[config.mk]
export PLATFORM = sky130hd
export DESIGN_NAME = char_display_instruction_port
export DESIGN_NICKNAME = d
export VERILOG_FILES = /design/src/verilog/char_display_instruction_port.v
export VERILOG_INCLUDE_DIRS = /design/src /design/src/verilog
export SDC_FILE = /design/constraint.sdc
export NUM_CORES = 2
export LEC_CHECK = 0
export BUFFER_PORTS_ARGS = -buffer_cell sky130_fd_sc_hd__buf_2
export CAP_MARGIN = 15
export CORE_MARGIN = 8
export CORE_UTILIZATION = 60
export CTS_CLUSTER_SIZE = 10
export DETAILED_ROUTE_END_ITERATION = 10
export HOLD_SLACK_MARGIN = 0.08
export PLACE_DENSITY = 0.76
export SLEW_MARGIN = 20
export SYNTH_ARGS = -nofsm -noshare
export SYNTH_HDL_FRONTEND = slang
export SYNTH_SLANG_ARGS = --single-unit
[constraint.sdc]
create_clock -name clk -period 14.55 [get_ports clk]
set_input_delay 0.7275 -clock clk [delete_from_list [all_inputs] [get_ports clk]]
set_output_delay 0.7275 -clock clk [all_outputs]
set_load 0.1 [all_outputs]
[src/verilog/char_display_regs.vh]
// Constants, field positions, reset values and timing counts of the display instruction port.
// Function
// - Clear fills display RAM with spaces, address zero.
// - Clear forces entry direction to increment.
// - Return home zeroes address and display shift.
// - Status read returns busy flag and address counter.
// - Data access steps address in the same cycle that busy clears.
// - Glyph address set loads six bits, selects glyph.
// - Display address set loads seven bits, selects display.
// - Data write stores byte at address counter.
// - Data read returns byte at address counter.
// - Function set picks bus width, lines, font.
// - Entry mode set picks direction and access shift.
// - Display control switches display, cursor, blink.
// - Shift moves cursor or display, RAM untouched.
// - Four-bit bus moves upper nibble first on lines 7-4.
// - While busy, no further instruction is accepted.
`ifndef CHAR_DISPLAY_REGS_VH
`define CHAR_DISPLAY_REGS_VH

`define CLK_PERIOD_NS 25
`define EXEC_SHORT_NS 38000
`define EXEC_LONG_NS 1520000
`define EXEC_SHORT_CYCLES 17'h0_05f0
`define EXEC_LONG_CYCLES 17'h0_ed80

`define SPACE_CODE 8'h20
`define HOME_ADDR 7'h00
`define DD_DEPTH 128
`define CG_DEPTH 64
`define DD_LAST 7'h7f

`define FS_BUS_BIT 4
`define FS_LINES_BIT 3
`define FS_FONT_BIT 2
`define EM_INC_BIT 1
`define EM_SHIFT_BIT 0
`define DC_DISP_BIT 2
`define DC_CURS_BIT 1
`define DC_BLINK_BIT 0
`define SH_DISP_BIT 3
`define SH_RIGHT_BIT 2

`define RST_BUS_8BIT 1'b1
`define RST_TWO_LINES 1'b0
`define RST_TALL_FONT 1'b0
`define RST_DISPLAY_ON 1'b0
`define RST_CURSOR_ON 1'b0
`define RST_BLINK_ON 1'b0
`define RST_INC 1'b1
`define RST_SHIFT_ON_ACCESS 1'b0

`endif
[src/verilog/char_display_instruction_port.v]
// Instruction decoder, RAM and busy timing of the character display controller.
//
// Decided for this implementation: the plain strobed port and the register addresses.
`timescale 1ns/1ps
`default_nettype none
`include "char_display_regs.vh"

module char_display_instruction_port #(
   parameter [16:0] CLEAR_CYCLES = `EXEC_LONG_CYCLES
) (
   input wire clk,
   input wire sys_rst,
   input wire reg_select,
   input wire [7:0] wr_data,
   input wire wr_stb,
   input wire rd_stb,
   output wire [7:0] rd_data,
   output wire busy_flag,
   output wire bus_width_sel,
   output wire two_lines,
   output wire tall_font,
   output wire display_on,
   output wire cursor_on,
   output wire blink_on,
   output wire [6:0] display_offset,
   output wire [6:0] cursor_addr
);

   ////////////////////////////////////////////////////////////////////////////
   // Constants and state.

   localparam [16:0] SHORT_CYCLES = `EXEC_SHORT_CYCLES;
   localparam [16:0] TIMER_ONE = 17'h0_0001;
   localparam [6:0] FILL_LAST = `DD_LAST;

   localparam [2:0] ST_IDLE = 3'b001;
   localparam [2:0] ST_EXEC = 3'b010;
   localparam [2:0] ST_FILL = 3'b100;

   reg [2:0] state_q;
   reg busy_q;
   reg [16:0] timer_q;
   reg [6:0] fill_q;
   reg [6:0] ac_q;
   reg glyph_sel_q;
   reg step_pend_q;
   reg inc_q;
   reg shift_on_access_q;
   reg bus8_q;
   reg lines_q;
   reg font_q;
   reg disp_q;
   reg curs_q;
   reg blink_q;
   reg [6:0] offset_q;
   reg nib_phase_q;
   reg [3:0] nib_hold_q;
   reg [7:0] rd_byte_q;
   reg [7:0] rd_data_q;

   reg [7:0] dd_ram [0:`DD_DEPTH-1];
   reg [7:0] cg_ram [0:`CG_DEPTH-1];

   ////////////////////////////////////////////////////////////////////////////
   // Helpers.

   // Steps a seven-bit address up or down by one, wrapping.
   function [6:0] step7;
      input [6:0] value;
      input up;
      begin
         if (up) begin
            step7 = value + 7'h01;
         end else begin
            step7 = value - 7'h01;
         end
      end
   endfunction

   wire four_bit = !bus8_q;
   wire idle = !busy_q;
   wire last_nib = !four_bit || nib_phase_q;
   wire [7:0] byte_in = four_bit ? {nib_hold_q, wr_data[7:4]} : wr_data;
   wire wr_ok = wr_stb && idle;
   wire wr_go = wr_ok && last_nib;
   wire wr_data_go = wr_go && reg_select;
   wire wr_inst_go = wr_go && !reg_select;
   wire rd_ok = rd_stb && (!reg_select || idle);
   wire rd_data_go = rd_ok && reg_select && last_nib;
   wire [7:0] ram_word = glyph_sel_q ? cg_ram[ac_q[5:0]] : dd_ram[ac_q];
   wire [7:0] rd_word = reg_select ? ram_word : {busy_q, ac_q};

   ////////////////////////////////////////////////////////////////////////////
   // RAM storage.

   always @(posedge clk) begin
      if (state_q == ST_FILL) begin
         dd_ram[fill_q] <= `SPACE_CODE;
      end else if (wr_data_go && !glyph_sel_q) begin
         dd_ram[ac_q] <= byte_in;
      end
   end

   always @(posedge clk) begin
      if (wr_data_go && glyph_sel_q) begin
         cg_ram[ac_q[5:0]] <= byte_in;
      end
   end

   ////////////////////////////////////////////////////////////////////////////
   // Nibble pairing and read data.

   always @(posedge clk) begin
      if (sys_rst) begin
         nib_phase_q <= 1'b0;
         nib_hold_q <= 4'h0;
      end else if (four_bit && (wr_ok || rd_ok)) begin
         nib_phase_q <= !nib_phase_q;
         if (wr_ok && !nib_phase_q) begin
            nib_hold_q <= wr_data[7:4];
         end
      end else if (!four_bit) begin
         nib_phase_q <= 1'b0;
      end
   end

   always @(posedge clk) begin
      if (sys_rst) begin
         rd_data_q <= 8'h00;
         rd_byte_q <= 8'h00;
      end else if (rd_ok) begin
         if (!four_bit) begin
            rd_data_q <= rd_word;
         end else if (!nib_phase_q) begin
            rd_data_q <= {rd_word[7:4], 4'h0};
            rd_byte_q <= rd_word;
         end else begin
            rd_data_q <= {rd_byte_q[3:0], 4'h0};
         end
      end else begin
         rd_data_q <= 8'h00;
      end
   end

   ////////////////////////////////////////////////////////////////////////////
   // Instruction execution and busy timing.

   always @(posedge clk) begin
      if (sys_rst) begin
         state_q <= ST_FILL;
         busy_q <= 1'b1;
         timer_q <= CLEAR_CYCLES - TIMER_ONE;
         fill_q <= 7'h00;
         ac_q <= `HOME_ADDR;
         glyph_sel_q <= 1'b0;
         step_pend_q <= 1'b0;
         inc_q <= `RST_INC;
         shift_on_access_q <= `RST_SHIFT_ON_ACCESS;
         bus8_q <= `RST_BUS_8BIT;
         lines_q <= `RST_TWO_LINES;
         font_q <= `RST_TALL_FONT;
         disp_q <= `RST_DISPLAY_ON;
         curs_q <= `RST_CURSOR_ON;
         blink_q <= `RST_BLINK_ON;
         offset_q <= 7'h00;
      end else begin
         case (state_q)
            ST_IDLE: begin
               if (wr_inst_go) begin
                  state_q <= ST_EXEC;
                  busy_q <= 1'b1;
                  timer_q <= SHORT_CYCLES - TIMER_ONE;
                  step_pend_q <= 1'b0;
                  casez (byte_in)
                     8'b1???????: begin
                        ac_q <= byte_in[6:0];
                        glyph_sel_q <= 1'b0;
                     end
                     8'b01??????: begin
                        ac_q <= {1'b0, byte_in[5:0]};
                        glyph_sel_q <= 1'b1;
                     end
                     8'b001?????: begin
                        bus8_q <= byte_in[`FS_BUS_BIT];
                        lines_q <= byte_in[`FS_LINES_BIT];
                        font_q <= byte_in[`FS_FONT_BIT];
                     end
                     8'b0001????: begin
                        if (byte_in[`SH_DISP_BIT]) begin
                           offset_q <= step7(offset_q, !byte_in[`SH_RIGHT_BIT]);
                        end else begin
                           ac_q <= step7(ac_q, byte_in[`SH_RIGHT_BIT]);
                        end
                     end
                     8'b00001???: begin
                        disp_q <= byte_in[`DC_DISP_BIT];
                        curs_q <= byte_in[`DC_CURS_BIT];
                        blink_q <= byte_in[`DC_BLINK_BIT];
                     end
                     8'b000001??: begin
                        inc_q <= byte_in[`EM_INC_BIT];
                        shift_on_access_q <= byte_in[`EM_SHIFT_BIT];
                     end
                     8'b0000001?: begin
                        timer_q <= CLEAR_CYCLES - TIMER_ONE;
                        ac_q <= `HOME_ADDR;
                        glyph_sel_q <= 1'b0;
                        offset_q <= 7'h00;
                     end
                     8'b00000001: begin
                        state_q <= ST_FILL;
                        timer_q <= CLEAR_CYCLES - TIMER_ONE;
                        fill_q <= 7'h00;
                        ac_q <= `HOME_ADDR;
                        glyph_sel_q <= 1'b0;
                        offset_q <= 7'h00;
                        inc_q <= 1'b1;
                     end
                     default: begin
                        state_q <= ST_IDLE;
                        busy_q <= 1'b0;
                     end
                  endcase
               end else if (wr_data_go) begin
                  state_q <= ST_EXEC;
                  busy_q <= 1'b1;
                  timer_q <= SHORT_CYCLES - TIMER_ONE;
                  step_pend_q <= 1'b1;
                  if (shift_on_access_q && !glyph_sel_q) begin
                     offset_q <= step7(offset_q, inc_q);
                  end
               end else if (rd_data_go) begin
                  state_q <= ST_EXEC;
                  busy_q <= 1'b1;
                  timer_q <= SHORT_CYCLES - TIMER_ONE;
                  step_pend_q <= 1'b1;
               end
            end
            ST_FILL: begin
               timer_q <= timer_q - TIMER_ONE;
               fill_q <= fill_q + 7'h01;
               if (fill_q == FILL_LAST) begin
                  state_q <= ST_EXEC;
               end
            end
            ST_EXEC: begin
               if (timer_q == 17'h0_0000) begin
                  state_q <= ST_IDLE;
                  busy_q <= 1'b0;
                  step_pend_q <= 1'b0;
                  if (step_pend_q) begin
                     ac_q <= step7(ac_q, inc_q);
                  end
               end else begin
                  timer_q <= timer_q - TIMER_ONE;
               end
            end
            default: begin
               state_q <= ST_IDLE;
               busy_q <= 1'b0;
            end
         endcase
      end
   end

   ////////////////////////////////////////////////////////////////////////////
   // Outputs.

   assign rd_data = rd_data_q;
   assign busy_flag = busy_q;
   assign bus_width_sel = bus8_q;
   assign two_lines = lines_q;
   assign tall_font = font_q;
   assign display_on = disp_q;
   assign cursor_on = curs_q;
   assign blink_on = blink_q;
   assign display_offset = offset_q;
   assign cursor_addr = ac_q;

endmodule // char_display_instruction_port

`default_nettype wire

==> impl_metrics.env <==
export IMPL_slew_viol_final=0
export IMPL_num_vias=34520
export IMPL_synthXorXnorAreaFrac_pct=0.2319
export IMPL_crit_buf_inv=3
export IMPL_synthAdderAreaFrac_pct=0.1364
export IMPL_post_cts_setup_buffers=0
export IMPL_ir_drop_mv=0.08798
export IMPL_grt_pass1_vias=34370
export IMPL_timing_final_ws_setup_ns=8.915
export IMPL_power_leakage_nw=21.53
export IMPL_ys_flop_type="edfxtp_1"
export IMPL_synth_area_leaders="edfxtp_1 72%, mux4_2 15%, dfxtp_1 2.4%"
export IMPL_vias_per_cell=7.138
export IMPL_htreeDepth=4
export IMPL_ant_nets=0
export IMPL_dr_pass1_iters=6
export IMPL_ys_seq_area_share_pct=74.22
export IMPL_cts_made_buffers=181
export IMPL_critPathTopFamily="buffers and inverters"
export IMPL_finalPower_mw=9.421
export IMPL_syn_area_um2=64200
export IMPL_yosys_warnings=0
export IMPL_slowest_stage="dfxtp_4"
export IMPL_final_cells=4836
export IMPL_critPathMaxStageDelay_ns=0.99
export IMPL_cts_root_buf="clkbuf_16"
export IMPL_path_clk_slew_ns=0.06
export IMPL_synth_net_count=3269
export IMPL_core_um2=106600
export IMPL_cts_hold_buf=0
export IMPL_antenna_found_initial=10
export IMPL_worstSetupEndpointType="flip-flop"
export IMPL_cellPowerDensity_nw_per_um2=133.0
export IMPL_dieWidth_um=343.1
export IMPL_synth_top_family_by_area="multiplexers"
export IMPL_worstSkewPairLatency_ns=0.80
export IMPL_rsz0062_at_grt="false"
export IMPL_cts_resized=0
export IMPL_wl_per_cell_um=34.06
export IMPL_io_buffers=41
export IMPL_critical_path_class="flip-flop to flip-flop"
export IMPL_fp_dieH_um=343.1
export IMPL_drtIter0Drc=5746
export IMPL_start_util_pct=60.22
export IMPL_gp_congestion=0.9679
export IMPL_synth_edff_count=1536
export IMPL_synth_largest_area_cell="edfxtp_1"
export IMPL_final_cell_mix="1536 x edfxtp_1, 427 x mux4_2, 288 x nor2_1"
export IMPL_grt_max_degree=129
export IMPL_area_growth_pct=10.35
export IMPL_timing_final_hold_violations=0
export IMPL_grt_use_total_pct=27.99
export IMPL_min_period_ns=5.635
export IMPL_final_cell_area_um2=70840
export IMPL_synth_cells=3249
export IMPL_synthMuxAreaShare_pct=16.48
export IMPL_netlist_cell_type_count=78
export IMPL_worstPathArrival_ns=6.29
export IMPL_async_flop_share_pct=0
export IMPL_grt_overflow=0
export IMPL_drc=0
export IMPL_fin_crit_sh_pct=38.73
export IMPL_setup_tns_ns=0
export IMPL_die_area_um2=117700
export IMPL_clock_sinks=1612
export IMPL_worst_pin_slew_ns=1.311
export IMPL_dp_cells=4583
export IMPL_grt_pass1_wl_um=238500
export IMPL_ys_seq_elements=1612
export IMPL_final_common_cell="edfxtp_1"
export IMPL_std_cell_rows=120
export IMPL_fin_skew_ns=0.05118
export IMPL_layout_drive_gt1_share_pct=22.98
export IMPL_worst_hold_slack_ns=0.2916
export IMPL_synth_top_area_share_pct=71.85
export IMPL_max_slew_margin_pct=11.71
export IMPL_fin_nets=3383
export IMPL_syn_avg_cell_area_um2=19.76
export IMPL_synth_compound_area_share_pct=2.968
export IMPL_cap_violations=0
export IMPL_clk_path_buf_depth=3
export IMPL_path_cells="buf_4 -> buf_4 -> buf_4 -> mux4_2 -> mux4_2 -> mux2_2 -> o22ai_1 -> a211oi_1 -> a211oi_1 -> a211oi_1"
export IMPL_dp_hpwl_um=99930
export IMPL_cts_tree="done"
export IMPL_dp_slack_ns=8.955
export IMPL_hold_path_class="primary input to flip-flop"
export IMPL_placed_cell_area_um2=65820
export IMPL_cp_required_ns=15.20
export IMPL_cp_max_fo=66
export IMPL_cp_start_kind="flip-flop"
export IMPL_drt_wl_total_um=164700
export IMPL_outcome="completed"
export IMPL_ios=42
export IMPL_fmaxAchievable_ghz=0.1775
export IMPL_setup_viol=0
export IMPL_utilization_pct=66.45
export IMPL_synthSimpleGateAreaFrac_pct=4.296
## path summary, 6_finish.rpt
| check | startpoint | to | slack, ns | depth (start not counted) |
|---|---|---|---|---|
| worst max-delay path | flip-flop | rd_byte_q[1]$_SDFFE_PP0P_ | 8.91 | 10 |
| worst min-delay path | sys_rst | tall_font$_SDFFE_PP0P_ | 0.29 | 2 |
| worst max register to register | flip-flop | rd_byte_q[1]$_SDFFE_PP0P_ | 8.91 | 10 |
| worst min register to register | shift_on_access_q$_SDFFE_PP0P_ | shift_on_access_q$_SDFFE_PP0P_ | 0.48 | 2 |
## registers in the layout, summed over array words and instances (netlist names), 7 cells and up, named ones only
register / count
cursor_addr: 7
display_offset: 7
rd_data: 8
fill_q: 7
timer_q: 17
dd_ram: 1024
cg_ram: 512
## metal layers
metal | wire, um | up-vias | global-route usage (%) | part of all wire, %
li1 | - | 13590 | - | -
met1 | 59250 | 17760 | 38.47 | 36
met2 | 75610 | 2651 | 42.05 | 46
met3 | 22470 | 513 | 9.071 | 14
met4 | 7323 | 8 | 11.12 | 4.4
met5 | 53 | - | 0 | 0.032
## where the power goes
| group | internal (mW) | total (mW) | switching (mW) |
|---|---|---|---|
| clock network | 2.28 | 4.01 | 1.73 |
| logic | 0.0728 | 0.304 | 0.232 |
| registers | 5.08 | 5.11 | 0.0277 |
| total | 7.44 | 9.42 | 1.99 |
## layout make-up
cell class | instances | area, um2
Antenna cell | 4 | 10.01
Clock buffer | 232 | 4742
Clock inverter | 17 | 259.0
Fill cell | 6620 | 35760
Inverter | 31 | 118.9
Multi-Input combinational cell | 1429 | 15580
Sequential cell | 1612 | 47660
Tap cell | 1403 | 1755
Timing Repair Buffer | 108 | 718.2
## synthesized netlist by cell type, drive strengths merged (7+ instances only)
cell type and instances:
o31ai 10, nor3 37, inv 29, o22ai 26
and2 7, dfxtp 76, mux4 427, nand2 120
mux2 15, o21ai 52, ha 7, nor4 15
a211oi 20, o221ai 13, xnor2 9, a32o 11
edfxtp 1536, nor2 293, buf 91, a21oi 47
nand4 14, or2 11, a221oi 13, a31oi 17
xor2 8, a22oi 20, nand2b 18, nand3b 7
or3 17, mux2i 78, nor3b 9, clkbuf 86
nand3 27, nor2b 16
## logic make-up after synthesis
family          after synthesis
mux                         520
simple gates                608
fa+ha+maj                     7
buf+inv                     208
compound gates              277
xor+xnor                     17
flops                      1612
(Power assumes the default switching activity.)
